<file path="src/rtl/cdlo_regs.svh">
// register offsets, field positions, reset values and command codes
// assumes inclusion from the design modules only
`ifndef CDLO_REGS_SVH
`define CDLO_REGS_SVH
`define CDLO_DIR_OFFSET       16'h8017
`define CDLO_OVL_OFFSET       16'h8018
`define CDLO_DIR_RESET        8'h00
`define CDLO_OVL_RESET        8'h00
`define CDLO_DIR_LSB          0
`define CDLO_DIR_MSB          1
`define CDLO_MX_LSB           0
`define CDLO_MX_MSB           1
`define CDLO_BLK1_BIT         2
`define CDLO_BLK3_BIT         3
`define CDLO_OV_BIT           4
`define CDLO_DIR_USED_MASK    8'h03
`define CDLO_OVL_USED_MASK    8'h1f
`define CDLO_CMD_RIGHT        8'h4c
`define CDLO_CMD_LEFT         8'h4d
`define CDLO_CMD_UP           8'h4e
`define CDLO_CMD_DOWN         8'h4f
`define CDLO_CMD_OVERLAY      8'h5b
`endif

</file>
<file path="src/rtl/cdlo_pkg.sv">
// types shared by the cursor direction and layer overlay block
// assumes nothing of its surroundings
package cdlo_pkg;
  typedef enum logic [1:0]
  {
    CDLO_DIR_RIGHT = 2'h0,
    CDLO_DIR_LEFT  = 2'h1,
    CDLO_DIR_UP    = 2'h2,
    CDLO_DIR_DOWN  = 2'h3
  } cdlo_dir_t;

  typedef enum logic [1:0]
  {
    CDLO_MX_OR  = 2'h0,
    CDLO_MX_XOR = 2'h1,
    CDLO_MX_AND = 2'h2,
    CDLO_MX_RSV = 2'h3
  } cdlo_mx_t;

  typedef struct packed
  {
    logic     three_layer_select;
    logic     block3_graphics_select;
    logic     block1_graphics_select;
    cdlo_mx_t composition_method;
  } cdlo_ovl_t;

  typedef struct packed
  {
    logic [7:0] l1;
    logic [7:0] l2;
    logic [7:0] l3;
  } cdlo_pix_t;
endpackage

</file>
<file path="src/rtl/cdlo_step.sv">
// cursor address stepping unit
// assumes pitch is stable while an access strobe is applied
`timescale 1ns/10ps
`default_nettype none
`include "cdlo_regs.svh"
module cdlo_step
  import cdlo_pkg::*;
#(
  parameter int AW = 16
)
(
  input  wire logic [AW-1:0] addr,
  input  wire logic [AW-1:0] pitch,
  input  wire cdlo_dir_t     dir,
  output logic      [AW-1:0] addr_next
);
  if (AW < 2)
  begin
    $error("cdlo_step: AW too small");
  end

  // wraps modulo the address space
  always_comb
  begin
    unique case (dir)
      CDLO_DIR_RIGHT: addr_next = addr + AW'(1);  // RL3 RL18
      CDLO_DIR_LEFT:  addr_next = addr - AW'(1);  // RL3 RL18
      CDLO_DIR_UP:    addr_next = addr - pitch;   // RL4 RL18
      CDLO_DIR_DOWN:  addr_next = addr + pitch;   // RL4 RL18
    endcase
  end
endmodule
`default_nettype wire

</file>
<file path="src/rtl/cdlo_mix.sv">
// per pixel layer composition
// assumes pixel bytes of the three layers arrive aligned
`timescale 1ns/10ps
`default_nettype none
`include "cdlo_regs.svh"
module cdlo_mix
  import cdlo_pkg::*;
(
  input  wire cdlo_pix_t  pix,
  input  wire cdlo_mx_t   method,
  input  wire logic       use_l3,
  output logic      [7:0] out
);
  logic [7:0] l3;

  always_comb
  begin
    l3 = use_l3 ? pix.l3 : 8'h00;  // RL7
    // one method for the whole layer, whatever block it spans
    unique case (method)                               // RL13
      CDLO_MX_OR:  out = pix.l1 | pix.l2 | l3;         // RL12
      CDLO_MX_XOR: out = (pix.l1 ^ pix.l2) | l3;       // RL12
      CDLO_MX_AND: out = (pix.l1 & pix.l2) | l3;       // RL12
      CDLO_MX_RSV: out = pix.l1 | pix.l2 | l3;
    endcase
  end
endmodule
`default_nettype wire

</file>
<file path="src/rtl/cdlo_top.sv">
// cursor direction and layer overlay control
// assumes host strobes are one cycle and synchronous to clk_sys
`timescale 1ns/10ps
`default_nettype none
`include "cdlo_regs.svh"
// Notes on behaviour
// RL1: direction field 00 right, 01 left, 10 up, 11 down.
// RL2: indirect commands 4c to 4f select right, left, up, down.
// RL3: left and right moves step the address by one.
// RL4: up and down moves step the address by the pitch.
// RL5: every display memory read or write advances the address.
// RL6: host presets increments itself for nine-pixel characters.
// RL7: three-layer bit picks two or three layers in graphics.
// RL8: host clears three-layer bit when mixing text and graphics.
// RL9: block 3 is text when its bit is 0, graphics when 1.
// RL10: blocks 2 and 4 are always graphics.
// RL11: block 1 is text when its bit is 0, graphics when 1.
// RL12: method 00 or-or, 01 xor-or, 10 and-or, 11 reserved.
// RL13: one composition method serves both blocks of a layer.
// RL14: host avoids third layer when first layer is text.
// RL15: layers two and three are graphics only.
// RL16: direction command carries and applies the direction value.
// RL17: overlay command parameter loads composition and block modes.
// RL18: add or subtract one or pitch, wrapping at 16 bits.
module cdlo_top
  import cdlo_pkg::*;
#(
  parameter int AW = 16
)
(
  input  wire logic          clk_sys,
  input  wire logic          rst,
  input  wire logic          clk_en,
  input  wire logic          reg_wr,
  input  wire logic          reg_rd,
  input  wire logic [15:0]   reg_addr,
  input  wire logic [7:0]    reg_wdata,
  output logic      [7:0]    reg_rdata,
  input  wire logic          cmd_valid,
  input  wire logic [7:0]    cmd_code,
  input  wire logic          param_valid,
  input  wire logic [7:0]    param_data,
  input  wire logic          cursor_load,
  input  wire logic [AW-1:0] cursor_load_addr,
  input  wire logic          mem_access,
  input  wire logic [AW-1:0] pitch,
  output logic      [AW-1:0] cursor_addr,
  input  wire cdlo_pix_t     pix,
  input  wire logic [1:0]    pix_block,
  output logic      [7:0]    pix_out,
  output logic               block_graphics,
  output cdlo_dir_t          cursor_direction,
  output cdlo_ovl_t          overlay_cfg
);
  if (AW != 16)
  begin
    $error("cdlo_top: address space must be 16 bits");
  end

  // ****************************************
  // register state
  // ****************************************
  logic [7:0]    cursor_step_direction_r;
  logic [7:0]    cursor_step_direction_nxt;
  logic [7:0]    layer_overlay_control_r;
  logic [7:0]    layer_overlay_control_nxt;
  logic          ovl_wait_r;
  logic          ovl_wait_nxt;
  logic [AW-1:0] cursor_r;
  logic [AW-1:0] cursor_nxt;
  logic [AW-1:0] step_addr;
  logic [7:0]    rdata_r;
  logic [7:0]    rdata_nxt;
  logic [7:0]    pix_r;
  logic [7:0]    pix_nxt;
  logic [7:0]    mix_out;
  logic          gfx_r;
  logic          gfx_nxt;
  logic          gfx_now;
  cdlo_ovl_t     ovl;

  assign ovl = cdlo_ovl_t'(layer_overlay_control_r[4:0]);

  always_comb
  begin
    cursor_step_direction_nxt = cursor_step_direction_r;
    layer_overlay_control_nxt = layer_overlay_control_r;
    ovl_wait_nxt              = ovl_wait_r;
    if (reg_wr && reg_addr == `CDLO_DIR_OFFSET)
      cursor_step_direction_nxt = reg_wdata & `CDLO_DIR_USED_MASK;
    if (reg_wr && reg_addr == `CDLO_OVL_OFFSET)
      layer_overlay_control_nxt = reg_wdata & `CDLO_OVL_USED_MASK;
    if (param_valid && ovl_wait_r)
    begin
      layer_overlay_control_nxt = param_data & `CDLO_OVL_USED_MASK; // RL17
      ovl_wait_nxt              = 1'b0;
    end
    if (cmd_valid)
    begin
      ovl_wait_nxt = 1'b0;
      unique case (cmd_code)
        `CDLO_CMD_RIGHT: cursor_step_direction_nxt = 8'h00; // RL2 RL16
        `CDLO_CMD_LEFT:  cursor_step_direction_nxt = 8'h01; // RL2 RL16
        `CDLO_CMD_UP:    cursor_step_direction_nxt = 8'h02; // RL2 RL16
        `CDLO_CMD_DOWN:  cursor_step_direction_nxt = 8'h03; // RL2 RL16
        `CDLO_CMD_OVERLAY: ovl_wait_nxt = 1'b1;             // RL17
        default: ;
      endcase
    end
  end

  always_ff @(posedge clk_sys or posedge rst)
  begin
    if (rst)
    begin
      cursor_step_direction_r <= `CDLO_DIR_RESET;
      layer_overlay_control_r <= `CDLO_OVL_RESET;
      ovl_wait_r              <= 1'b0;
    end
    else if (clk_en)
    begin
      cursor_step_direction_r <= cursor_step_direction_nxt;
      layer_overlay_control_r <= layer_overlay_control_nxt;
      ovl_wait_r              <= ovl_wait_nxt;
    end
  end

  // ****************************************
  // cursor address
  // ****************************************
  assign cursor_direction =
    cdlo_dir_t'(cursor_step_direction_r[`CDLO_DIR_MSB:`CDLO_DIR_LSB]);  // RL1

  cdlo_step #(
    .AW        (AW)
  ) u_step (
    .addr      (cursor_r),
    .pitch     (pitch),
    .dir       (cursor_direction),
    .addr_next (step_addr)
  );

  always_comb
  begin
    cursor_nxt = cursor_r;
    if (cursor_load)
      cursor_nxt = cursor_load_addr;
    else if (mem_access)
      cursor_nxt = step_addr;  // RL5
  end

  always_ff @(posedge clk_sys or posedge rst)
  begin
    if (rst)
      cursor_r <= '0;
    else if (clk_en)
      cursor_r <= cursor_nxt;
  end

  assign cursor_addr = cursor_r;

  // ****************************************
  // register read
  // ****************************************
  always_comb
  begin
    rdata_nxt = rdata_r;
    if (reg_rd)
    begin
      if (reg_addr == `CDLO_DIR_OFFSET)
        rdata_nxt = cursor_step_direction_r;
      else if (reg_addr == `CDLO_OVL_OFFSET)
        rdata_nxt = layer_overlay_control_r;
      else
        rdata_nxt = 8'h00;
    end
  end

  always_ff @(posedge clk_sys or posedge rst)
  begin
    if (rst)
      rdata_r <= 8'h00;
    else if (clk_en)
      rdata_r <= rdata_nxt;
  end

  assign reg_rdata = rdata_r;

  // ****************************************
  // layer composition
  // ****************************************
  always_comb
  begin
    unique case (pix_block)
      2'h0: gfx_now = ovl.block1_graphics_select;   // RL11
      2'h2: gfx_now = ovl.block3_graphics_select;   // RL9
      default: gfx_now = 1'b1;                      // RL10 RL15
    endcase
  end

  cdlo_mix u_mix (
    .pix    (pix),
    .method (ovl.composition_method),
    .use_l3 (ovl.three_layer_select),
    .out    (mix_out)
  );

  always_comb
  begin
    pix_nxt = mix_out;
    gfx_nxt = gfx_now;
  end

  always_ff @(posedge clk_sys or posedge rst)
  begin
    if (rst)
    begin
      pix_r <= 8'h00;
      gfx_r <= 1'b0;
    end
    else if (clk_en)
    begin
      pix_r <= pix_nxt;
      gfx_r <= gfx_nxt;
    end
  end

  assign pix_out        = pix_r;
  assign block_graphics = gfx_r;
  assign overlay_cfg    = ovl;
endmodule
`default_nettype wire

</file>
<file path="config.mk">
export PLATFORM = sky130hd
export DESIGN_NAME = cdlo_top
export DESIGN_NICKNAME = d
export VERILOG_FILES = /design/src/rtl/cdlo_pkg.sv /design/src/rtl/cdlo_step.sv /design/src/rtl/cdlo_mix.sv /design/src/rtl/cdlo_top.sv
export VERILOG_INCLUDE_DIRS = /design/src /design/src/rtl
export SDC_FILE = /design/constraint.sdc
export NUM_CORES = 1
export LEC_CHECK = 0
export BUFFER_PORTS_ARGS = -buffer_cell sky130_fd_sc_hd__buf_4
export CAP_MARGIN = 10
export CORE_MARGIN = 10
export CORE_UTILIZATION = 35
export DETAILED_ROUTE_END_ITERATION = 6
export GPL_TIMING_DRIVEN = 0
export PLACE_DENSITY = 0.67
export SYNTH_ARGS = -nofsm -noshare
export SYNTH_HDL_FRONTEND = slang
export SYNTH_SLANG_ARGS = --single-unit
</file>
<file path="constraint.sdc">
create_clock -name clk_sys -period 2.59 [get_ports clk_sys]
set_input_delay 0.3885 -clock clk_sys [delete_from_list [all_inputs] [get_ports clk_sys]]
set_output_delay 0.3885 -clock clk_sys [all_outputs]
set_load 0.05 [all_outputs]
</file>
Word level (Yosys, flattened, before mapping)
Cells that the tools add are included.
Word-level totals
  input port bits: 107
  output and inout port bits: 40
  register bits after elaboration: 50
  logic and storage cells: 61
Cells by class
  bitwise gates (word level): 6
  equality and inequality tests: 14
  add/sub/neg operators: 4
  mux-type cells: 16
  reduce and logical (&&, ||, !) cells: 14
Operators with widths (count)
  one-hot mux 16 bit (4 select lines): 1
  two-way mux 8 bit: 7
  equality test 8 x 7 -> 1 bit (second input constant): 5
  equality test 16 bit (second input constant): 2
  two-way mux 16 bit: 2
  bitwise OR 8 bit: 4
  one-hot mux 8 bit (4 select lines): 1
  one-hot mux 8 bit (3 select lines): 1
  adder 16 x 1 -> 16 bit (second input constant): 1
  adder 16 bit: 1
  subtractor 16 x 1 -> 16 bit (second input constant): 1
  subtractor 16 bit: 1
  equality test 2 bit (second input constant): 5
  bitwise AND 8 bit: 1
  AND reduction 2 bit: 4
  bitwise XOR 8 bit: 1
  logical NOT 2 bit: 3
  nonzero test 2 bit: 3
  equality test 2 x 1 -> 1 bit (second input constant): 2
  logical AND 1 bit: 3
  two-way mux 1 bit: 3
  one-hot mux 1 bit (2 select lines): 1
  OR reduction 2 bit: 1

Depth between registers and ports, before layout
Gate-level depths: netlist of the first run.
  word-level depth: 5
  depth in mapped cells: 16
  mapped depth without buffers: 16

By module
A second synthesis of the first run with hierarchy kept.
Unflattened totals
  cells, all modules: 489
  area, all modules: 4180.3 sq um
By module, submodules not included
  cdlo_top: instances 1, cells each 215, area each 2321.0 sq um, sequential area each 1176.1 sq um
  cdlo_step: instances 1, cells each 202, area each 1332.5 sq um, sequential area each 0.0 sq um
  cdlo_mix: instances 1, cells each 72, area each 526.8 sq um, sequential area each 0.0 sq um

Worst setup path after synthesis of the first run
Ideal clock, no wire load.
  kind: input-to-reg
  start point: input port pitch[0]
  end point: register cursor_r[15] (netlist: cursor_addr[15])
  data required time: 2511 ps
  slack: -690 ps
  library setup time: 79 ps
  arrival: 3201 ps
  stages on the path: 16
  path through: inv_1 -> ha_1 -> nand2_1 -> or3_1 -> nand2b_1 -> nor4_1 -> mux2i_1 -> o21ai_1 -> ha_1 -> a21oi_1 -> o21ai_0 -> a21o_1 -> a21oi_1 -> o31ai_4 -> xnor2_2 -> mux2i_1
Between the ends
  longest elaborated chain between the ends: 4
  elaborated cells on any way between the ends: 5
  those cells by class: add/sub: 2; mux: 3
RTL lines
  from (decl): RTL line cdlo_top.sv:46  | input wire logic [AW-1:0] pitch,
  adder 16 bit / subtractor 16 bit (equally long branches): RTL line cdlo_step.sv:29, cdlo_step.sv:28
  one-hot mux 16 bit (4 select lines) *: RTL line cdlo_step.sv:25  | unique case (dir)
  two-way mux 16 bit *: RTL line cdlo_top.sv:148  | else if (mem_access)
  two-way mux 16 bit *: RTL line cdlo_top.sv:146  | if (cursor_load)
  to (signal assigned): RTL line cdlo_top.sv:157  | cursor_r <= cursor_nxt;
  to (decl): RTL line cdlo_top.sv:69  | logic [AW-1:0] cursor_r;
Mark *: on every way between the ends. The rest lies on a longest branch, timed or not. The select of a mux whose other input is x is not followed.
A chain may end at the register's enable or synchronous reset.

Worst setup path after layout of the first run
  start point: input port pitch[1]
  end point: register cursor_r[15] (netlist: cursor_addr[15])
The elaborated chain is that of the path after synthesis.

==> results of run 1 <==
-- critical path, delay by kind of cell --
| kind | cells | cell delay (ns) |
|---|---|---|
| buf+inv | 2 | 0.15 |
| fa+ha+maj | 2 | 0.49 |
| xor+xnor | 1 | 0.18 |
| compound gates | 6 | 0.80 |
| mux | 2 | 0.42 |
| simple gates | 4 | 0.71 |
-- state kept, by name (all words and copies together), names as in the netlist --
| signal | cells |
|---|---|
| block_graphics | 1 |
| cursor_addr | 16 |
| cursor_step_direction_r | 8 |
| layer_overlay_control_r | 5 |
| ovl_wait_r | 1 |
| pix_out | 8 |
| reg_rdata | 8 |
-- power by group --
| group | internal (µW) | leakage [µW] | switching [µW] |
|---|---|---|---|
| clock | 293 | 0.0000587 | 270 |
| combinational | 588 | 0.00209 | 778 |
| sequential | 802 | 0.000593 | 74.2 |
-- per-layer routing --
metal | wire, µm | part of all wire [%] | up-vias | global-route usage (%)
met5 | 0 | 0 | - | 0
met4 | 87 | 0.66 | 0 | 2.45
met3 | 1130 | 8.6 | 13 | 5.43
met2 | 6510 | 49 | 162 | 28.3
met1 | 5510 | 42 | 1930 | 19.0
li1 | - | - | 2028 | -
-- kinds of logic after synthesis --
group                    share of synthesized area [%]
AO/OA/AOI/OAI                                     23.3
XOR/XNOR                                          2.97
adder cells (fa/ha/maj)                           11.7
buffers and inverters                             5.64
flip-flops                                        31.0
multiplexers                                      4.75
AND/OR/NAND/NOR                                   20.6
-- layout make-up --
type | count | share of cell area (%)
Buffer | 24 | 2.44
Clock buffer | 5 | 1.21
Clock inverter | 3 | 0.834
Inverter | 30 | 2.28
Multi-Input combinational cell | 372 | 46.2
Sequential cell | 47 | 20.7
Tap cell | 136 | 2.98
Timing Repair Buffer | 171 | 23.3
-- Yosys cell counts (2+ instances only) --
cell      number
a211oi_1       6
a21o_1         5
a21oi_1       54
a221oi_1       8
a22oi_1        5
a31oi_1        2
and2_1         7
and3_1         3
buf_4          3
clkbuf_1      21
dfrtp_1       47
ha_1          34
inv_1         30
mux2i_1       18
nand2_1       55
nand2b_1      11
nand3_1        9
nand4_1        4
nor2_1        37
nor2b_1        3
nor3_1         9
nor3b_1        4
nor4_1         2
nor4b_1        2
o21a_1         2
o21ai_0       46
o21ai_1        8
o21bai_1       2
o31ai_1        3
or3_1          5
xnor2_1        7
xor2_1         4
-- path summary, 6_finish.rpt --
check                                            from                         end  slack, ns  cells past startpoint
max                                          pitch[1]             cursor_addr[15]      -0.33                     17
min                                               rst              cursor_addr[2]       0.07                      2
max reg2reg                cursor_step_direction_r[1]             cursor_addr[15]      -0.21                     13
min reg2reg                              reg_rdata[0]                reg_rdata[0]       0.49                      2
max in group asynchronous                         rst  cursor_step_direction_r[0]       2.00                      3
min in group clk_sys             cursor_load_addr[14]             cursor_addr[14]       0.35                      3
-- stage by stage --
stage	setup TNS (ns)	setup slack, ns
after floorplan	-0.839	-0.381
after detailed placement	-5.10	-0.829
after global routing	-2.02	-0.482
final	-1.12	-0.335
after global placement	-4.56	-0.788
after CTS	-1.51	-0.355
-- what timing repair did --
| action | in CTS | in global routing |
|---|---|---|
| cloned | 0 | 1 |
| hold endpoints to repair | 0 | 0 |
| endpoints found under the setup margin | 12 | 12 |
| pin swaps | 18 | 28 |
| buffers inserted | 16 | 16 |
| resized for setup | 21 | 59 |
==> key figures, run 1 <==
Cells and area
  • FF+latch area: 1180 µm²
  • Area growth, synth to finish: 50.4%
  • Share of cells above drive strength 1: 37.4%
  • Multi-input gate area: 2640 µm²
  • Final #Nets: 793
  • Final Core Density: 54.5%
  • Ant diodes: 0
  • Fillers: 1000
  • Cell area after layout: 5700 µm²
  • Post-Layout Cell Count: 788
  • Commonest cells after routing, fill and taps aside: buf_4 (168), nand2_1 (52), a21oi_1 (45), dfrtp_1 (45), nor2_1 (33)
  • Commonest non-fill, non-tap cell in the layout: buf_4

Power and ir drop
  • PD cells: 492 nW/µm²
  • Leak: 0.00274 µW
  • Power Total: 2810 µW
  • VDD IR max: 0.221 mV

Critical path
  • CP Max Fanout: 6
  • CP max stage delay: 0.36 ns
  • CP endpoint kind: flip-flop
  • Kind of critical path: in2reg
  • Worst path slowest cell: ha_1
  • Worst-path cell chain: buf_12 -> inv_12 -> ha_4 -> nand2_4 -> or3_4 -> nand2b_4 -> nor4_4 -> mux2i_1 -> o21ai_1 -> ha_1 -> a21oi_2 -> o21ai_2 -> a21o_1 -> a21oi_2 -> o31ai_4 -> xnor2_2 -> mux2i_1
  • Setup crit start kind: primary input
  • CP Data Required Time: 2.81 ns
  • Data arrival, critical path: 3.14 ns

Logic synthesis
  • Ys Warns: 0
  • Post-synth ARST share: 100%
  • Synth Register Bits: 47
  • Synth area leaders: dfrtp_1 (31%), ha_1 (11%), a21oi_1 (7.1%)
  • EDFF count, synth: 0
  • Dominant synthesized flop cell: dfrtp_1
  • Syn Nets: 615
  • Syn Std Cell Area: 3790 µm²
  • Post-synthesis sequential area ratio: 31.0%
  • Synth area leader: dfrtp_1
  • Top-area cell type share of the netlist area: 31.0%
  • Synth unique cells: 49
  • Gate count of the mapped netlist: 473
  • Post-synthesis area per instance: 8.02 µm²

Timing
  • Unrepaired setup endpoints after global routing: true
  • Slew margin rel.: 55.9%
  • Period minus WS final: 2.92 ns
  • Worst hold slack: 0.0714 ns
  • Final Setup Violations: 7
  • Fin. max-slew vios: 0
  • Final WS setup: -0.335 ns
  • Slew @ Worst Pin: 0.656 ns
  • Fin crit share: 113%
  • Layout Skew: 0.0104 ns
  • Fin. Hold Viols: 0
  • Maximum clock frequency: 0.342 GHz

Run status
  • Failing checks: setup timing
  • Status: finished with violations

Routing
  • Routed Wire Length: 13200 µm
  • Number of DRC markers in iteration 0: 215
  • DRC viols: 0
  • Via Count: 4133
  • Via density: 5.24
  • Drt wl/cell: 16.8 µm
  • Post-route ant nets: 0
  • DR pass1 iterations: 5

Clock network
  • Clk sinks: 47
  • Root buffer cell: clkbuf_8
  • Num CTS Buffers: 5
  • H-tree levels: 2
  • Clock-pin transition on the worst setup and hold timing paths: 0.10 ns
  • CTS Buffer Depth: 2
  • CTS tree: done
  • Hold-fix buffer count after cts: 0
  • Clk_lat worst skew: 0.30 ns

Global route
  • Antenna violations before repair: 0
  • Gr ovfl total: 0
  • GRT Total Usage: 16.1%
  • Vias in the first global route: 4221
  • First-pass GRT wire length: 20400 µm
  • Largest net degree at the start of global routing: 32

Floorplanning
  • Initial core utilization: 36.2%
  • Die area: 15400 µm²
  • Core area: 10500 µm²
  • Die width: 124 µm
  • Die Y: 124 µm
  • Total I/O pin count: 147
  • Standard-cell rows: 37

Placed design
  • Cell Area, Placed: 5130 µm²
  • Port buffer count: 140
  • DP Wirelength: 10400 µm
  • Placed insts: 750
  • Gp weighted congestion: 0.921

Min path
  • Worst Hold Class: in2async

Flow run
  • Max-Cap Viols: 0
No activity file was read; power rests on OpenSTA's default activity.
==> run 2: changes to the inputs <==
==> constraint.sdc (replaced) <==
create_clock -name clk_sys -period 2.59 [get_ports clk_sys]
set_input_delay 0.1295 -clock clk_sys [delete_from_list [all_inputs] [get_ports clk_sys]]
set_output_delay 0.1295 -clock clk_sys [all_outputs]
set_load 0.05 [all_outputs]
==> key figures, run 2 (synthesis gave the netlist of run 1 again) <==
Run status
  • Status: finished with violations
  • Failing checks: setup timing

Critical path
  • CP Max Fanout: 6 (unchanged)
  • Kind of critical path: in2reg
  • Setup crit start kind: primary input
  • CP endpoint kind: flip-flop
  • CP Data Required Time: 2.82 ns (about the same)
  • Data arrival, critical path: 2.93 ns (-0.21 ns)
  • Reg2reg setup slack: -0.09 ns (+0.12 ns)

Timing
  • Slew @ Worst Pin: 0.633 ns (-0.0230 ns)
  • Period minus WS final: 2.71 ns (-0.218 ns)
  • Unrepaired setup endpoints after global routing: true
  • Fin. Hold Viols: 0 (unchanged)
  • Fin crit share: 104% (-8.4 points)
  • Final WS setup: -0.116 ns (+0.218 ns)
  • Fin. max-slew vios: 0 (unchanged)
  • Post-Route Setup TNS: -0.170 ns (+0.948 ns)
  • Maximum clock frequency: 0.369 GHz (+8.1%)
  • Layout Skew: 0.00404 ns (-0.00633 ns)
  • Final Setup Violations: 4 (-3)
  • Slew margin rel.: 57.8% (+1.9 points)

Routing
  • DRC viols: 0 (unchanged)
  • Via density: 5.25 (+0.13%)
  • DR pass1 iterations: 5 (unchanged)
  • Routed Wire Length: 13700 µm (+3.5%)
  • Number of DRC markers in iteration 0: 261 (+21%)
  • Post-route ant nets: 0 (unchanged)
  • Via Count: 4128 (-0.12%)
  • Drt wl/cell: 17.4 µm (+3.7%)

Min path
  • Worst Hold Class: in2reg

Clock network
  • Clock-pin transition on the worst setup and hold timing paths: 0.09 ns (about the same)
  • Clk_lat worst skew: 0.30 ns (about the same)
  • CTS Buffer Depth: 2 (unchanged)
  • Root buffer cell: clkbuf_8
  • CTS tree: done
  • Clk sinks: 47 (unchanged)
  • H-tree levels: 2 (unchanged)
  • Num CTS Buffers: 5 (unchanged)

Global route
  • Vias in the first global route: 4190 (-0.73%)
  • Largest net degree at the start of global routing: 38 (+19%)
  • First-pass GRT wire length: 21000 µm (+2.8%)
  • GRT Total Usage: 16.8% (+0.67 points)
  • Met2 Usage GRT: 28.7% (+0.40 points)
  • Antenna violations before repair: 0 (unchanged)
  • GRT met3 Usage: 6.24% (+0.81 points)
  • Gr ovfl total: 0 (unchanged)
  • Met1 Usage GRT: 20.0% (+0.94 points)
  • Busiest grt layer: met2

Power and ir drop
  • Leak: 0.00269 µW (-1.9%)
  • PD cells: 469 nW/µm² (-4.6%)
  • VDD IR max: 0.250 mV (+13%)

Cells and area
  • Commonest cells after routing, fill and taps aside: buf_4 (169), nand2_1 (52), a21oi_1 (48)
  • Area growth, synth to finish: 49.2%
  • Largest register FFs: 16 (unchanged)
  • Cell area after layout: 5660 µm² (-0.77%)
  • Final #Nets: 791 (-0.25%)
  • Commonest non-fill, non-tap cell in the layout: buf_4
  • Ant diodes: 0 (unchanged)
  • Fillers: 978 (-2.2%)
  • Share of cells above drive strength 1: 36.8% (-0.65 points)

Placed design
  • Port buffer count: 140 (unchanged)
  • Cell Area, Placed: 5110 µm² (-0.54%)
  • DP Wirelength: 10500 µm (+0.58%)
  • Gp weighted congestion: 0.874 (-5.1%)

Floorplanning
  • Standard-cell rows: 37 (unchanged)
  • Initial core utilization: 36.2% (unchanged)
  • Die Y: 124 µm (unchanged)
  • Core area: 10500 µm² (unchanged)
  • Total I/O pin count: 147 (unchanged)
  • Die area: 15400 µm² (unchanged)
  • Die width: 124 µm (unchanged)

Flow run
  • Max-Cap Viols: 0 (unchanged)
==> run 2: timing repair <==
item / 4_1_cts / 5_1_grt
hold buffers: 1 / 0
hold endpoints to repair: 10 / 0
gates cloned: 0 / 1
pin swaps: 25 / 33
gates resized for setup: 33 / 45
setup endpoints to repair: 12 / 11
buffers inserted: 21 / 7
==> run 2: final timing paths <==
| path | start | depth (start not counted) | endpoint |
|---|---|---|---|
| worst min-delay path | cursor_load_addr[14] | 3 | cursor_addr[14] |
| worst min register to register | reg_rdata[4] | 2 | reg_rdata[4] |
| worst max-delay path | pitch[2] | 16 | cursor_addr[15] |
| max in group asynchronous | rst | 4 | cursor_step_direction_r[0] |
| min in group asynchronous | rst | 3 | cursor_addr[1] |
| worst max register to register | cursor_step_direction_r[0] | 12 | cursor_addr[15] |
==> run 2: worst max-delay path, stage by stage <==
cell,delay [ns]
buf_4,0.15
nor2_2,0.13
nand2_2,0.07
or3_4,0.33
nand2b_4,0.19
nor4_4,0.17
mux2i_1,0.21
o21ai_1,0.11
ha_1,0.32
a21oi_1,0.14
o21ai_1,0.11
a21o_1,0.21
a21oi_2,0.16
o31ai_4,0.10
xnor2_2,0.20
mux2i_1,0.20
==> run 2: report_power, final <==
group | switching [µW] | internal (µW)
sequential | 77.6 | 802
clock | 263 | 189
combinational | 762 | 562
total | 1100 | 1550
==> run 2: final cells by class <==
cell class | count | area [µm²] | area share, %
tap | 136 | 170 | 3.01
clock buffer | 6 | 72.6 | 1.28
clock inverter | 2 | 12.5 | 0.221
timing repair buffer | 170 | 1330 | 23.5
multi-input combinational | 372 | 2620 | 46.3
sequential | 47 | 1180 | 20.8
buffer | 23 | 143 | 2.52
inverter | 30 | 133 | 2.34
==> run 2: metal layers <==
layer,vias up,routed length (µm),share of wire [%]
met5,-,0,0
li1,2017,-,-
met2,168,6590,48
met4,0,116,0.85
met3,16,1420,10
met1,1927,5570,41
==> run 2: through the flow <==
stage / power (µW) / utilization [%] / worst slack, ns / hold slack (ns) / cells
2_1_floorplan: 1620 / - / -0.128 / 0.291 / 473
3_3_place_gp: 2000 / 48.6 / -0.663 / 0.388 / 749
3_5_place_dp: 2030 / 48.8 / -0.704 / 0.0843 / 750
4_1_cts: 2580 / 52.1 / -0.0859 / 0.0749 / 779
5_1_grt: 2820 / 54.1 / -0.230 / 0.0820 / 786
6_report: 2660 / 54.1 / -0.116 / 0.0746 / 786
==> run 3: changes to the inputs <==
- PLACE_DENSITY: 0.67 -> 0.72
==> key figures, run 3 (synthesis gave the netlist of run 1 again) <==
Run status
  • Failing checks: setup timing
  • Status: finished with violations

Timing
  • Worst hold slack: 0.0820 ns (+0.00741 ns)
  • Unrepaired setup endpoints after global routing: true
  • Maximum clock frequency: 0.367 GHz (-0.60%)
  • Final Setup Violations: 5 (+1)
  • Layout Skew: 0.00726 ns (+0.00322 ns)
  • Slew @ Worst Pin: 0.646 ns (+0.0133 ns)
  • Fin. Hold Viols: 0 (unchanged)
  • Period minus WS final: 2.72 ns (+0.0164 ns)
  • Fin. max-slew vios: 0 (unchanged)
  • Slew margin rel.: 56.6% (-1.2 points)
  • Final WS setup: -0.133 ns (-0.0164 ns)
  • Fin crit share: 105% (+0.63 points)

Floorplanning
  • Die Y: 124 µm (unchanged)
  • Total I/O pin count: 147 (unchanged)
  • Initial core utilization: 36.2% (unchanged)
  • Core area: 10500 µm² (unchanged)
  • Die width: 124 µm (unchanged)
  • Standard-cell rows: 37 (unchanged)
  • Die area: 15400 µm² (unchanged)

Global route
  • Gr ovfl total: 0 (unchanged)
  • Antenna violations before repair: 0 (unchanged)
  • GRT Total Usage: 17.4% (+0.57 points)
  • Vias in the first global route: 4508 (+7.6%)
  • First-pass GRT wire length: 21800 µm (+3.8%)
  • Largest net degree at the start of global routing: 39 (+2.6%)

Placed design
  • DP Wirelength: 10700 µm (+1.6%)
  • Gp weighted congestion: 0.948 (+8.5%)
  • Placement Setup Slack: -0.661 ns (+0.0433 ns)
  • Port buffer count: 140 (unchanged)

Routing
  • Number of DRC markers in iteration 0: 270 (+3.4%)
  • Drt wl/cell: 17.5 µm (+0.65%)
  • Post-route ant nets: 0 (unchanged)
  • DRC viols: 0 (unchanged)
  • Via density: 5.33 (+1.5%)
  • Routed Wire Length: 13800 µm (+0.77%)
  • Via Count: 4196 (+1.6%)
  • DR pass1 iterations: 4 (-1)

Power and ir drop
  • Combinational power share: 46.7% (-3.2 points)
  • Flop pwr share: 30.5% (-2.6 points)
  • PD cells: 506 nW/µm² (+7.9%)
  • Net switching power: 1120 µW (+1.9%)
  • Clock share of power: 22.8% (+5.8 points)
  • Power Internal: 1760 µW (+14%)
  • Switch share: 38.9% (-2.6 points)
  • VDD IR max: 0.226 mV (-9.6%)
  • Leak: 0.00271 µW (+0.66%)

Cells and area
  • Share of cells above drive strength 1: 37.0% (+0.25 points)
  • Fillers: 994 (+1.6%)
  • Ant diodes: 0 (unchanged)
  • Commonest non-fill, non-tap cell in the layout: buf_4
  • Final #Nets: 792 (+0.13%)
  • Commonest cells after routing, fill and taps aside: buf_4 (169), nand2_1 (53), a21oi_1 (47)
  • Largest register FFs: 16 (unchanged)
  • Area growth, synth to finish: 50.4%

Min path
  • Worst Hold Class: in2reg
  • Hold depth: 3 (unchanged)
  • Worst min-delay path startpoint: cursor_load_addr[14]
  • WHS Endpoint: cursor_addr[14]

Clock network
  • Clk sinks: 47 (unchanged)
  • H-tree levels: 2 (unchanged)
  • Clk_lat worst skew: 0.30 ns (about the same)
  • CTS tree: done
  • CTS Buffer Depth: 2 (unchanged)
  • Root buffer cell: clkbuf_8
  • Clock-pin transition on the worst setup and hold timing paths: 0.09 ns (about the same)
  • Num CTS Buffers: 5 (unchanged)

Critical path
  • Worst flop-to-flop path startpoint: cursor_step_direction_r[0]
  • CP endpoint kind: flip-flop
  • Worst reg2reg endpoint: cursor_addr[8]
  • CP Data Required Time: 2.82 ns (about the same)
  • R2R depth: 12 (unchanged)
  • Data arrival, critical path: 2.95 ns (+0.02 ns)
  • Setup crit start kind: flip-flop
  • Reg2reg setup slack: -0.13 ns (-0.04 ns)
  • CP Max Fanout: 4 (-2)
  • Kind of critical path: reg2reg

Flow run
  • Max-Cap Viols: 0 (unchanged)
run 3: cell types whose count changed in the layout (fill, tap and decap cells not counted), moves of 2 or more:
cell       change
ha_1           -2
clkbuf_8       +2
nor2_4         -3
o21ai_0        -2
o21ai_1        +2
bufinv_16      +2
nor2_1         +2
clkbuf_4       +2
run 3: timing repair:
item                                   in CTS  in global routing
hold buffers                                1                  0
endpoints found under the hold margin       9                  0
setup buffers                              26                  3
gates cloned                                1                  0
setup endpoints to repair                  12                 11
pin swaps                                  31                 28
gates resized for setup                    42                 34
run 3: worst max-delay path, stage by stage, from the launching register on:
cell	delay [ns]
dfrtp_2	0.46
clkbuf_4	0.18
nor3_2	0.18
a21oi_1	0.06
o21ai_1	0.24
ha_2	0.33
buf_4	0.15
a41o_1	0.27
buf_4	0.16
a31oi_2	0.19
xnor2_1	0.15
mux2i_1	0.10
o21ai_1	0.17
run 3: how the worst max path moves through the flow:
stage                                          start               to  slack [ns]  cells after the start
final                     cursor_step_direction_r[0]   cursor_addr[8]       -0.13                     12
after detailed placement  cursor_step_direction_r[1]  cursor_addr[15]       -0.66                     11
after floorplan                             pitch[1]  cursor_addr[15]       -0.13                     16
after global placement    cursor_step_direction_r[1]  cursor_addr[15]       -0.68                     11
after CTS                                   pitch[0]  cursor_addr[15]       -0.09                     17
after global routing      cursor_step_direction_r[0]   cursor_addr[8]       -0.22                     12
run 3: power by group through the flow:
| stage | clock network (µW) | registers [µW] | logic, µW |
|---|---|---|---|
| 2_1_floorplan | 0 | 1100 | 521 |
| 3_3_place_gp | 0 | 885 | 1110 |
| 3_5_place_dp | 0 | 886 | 1150 |
| 4_1_cts | 669 | 875 | 1270 |
| 5_1_grt | 700 | 888 | 1460 |
| 6_report | 657 | 880 | 1350 |
run 3: layout make-up:
class                           instances  area (µm²)  share of cell area, %
Clock buffer                            5        68.8                   1.21
Timing Repair Buffer                  171        1310                   23.0
Buffer                                 23         140                   2.46
Clock inverter                          3        67.6                   1.18
Tap cell                              136         170                   2.98
Inverter                               30         133                   2.33
Sequential cell                        47        1180                   20.7
Multi-Input combinational cell        372        2630                   46.1
run 3: per-layer routing:
metal,vias up,wire length (µm),track usage (%)
li1,2022,-,-
met1,1968,5570,19.8
met2,180,6710,30.1
met3,26,1250,5.79
met4,0,272,5.40
met5,-,0,0
run 3: through the flow:
step / std cells / instance area, µm² / setup TNS [ns] / util, % / total power [µW]
after floorplan: 473 / 3870 / -0.128 / - / 1620
after global placement: 749 / 5090 / -4.34 / 48.6 / 2000
after detailed placement: 750 / 5110 / -4.67 / 48.8 / 2040
after CTS: 784 / 5570 / -0.112 / 53.3 / 2820
after global routing: 787 / 5700 / -1.19 / 54.5 / 3050
final: 787 / 5700 / -0.304 / 54.5 / 2890
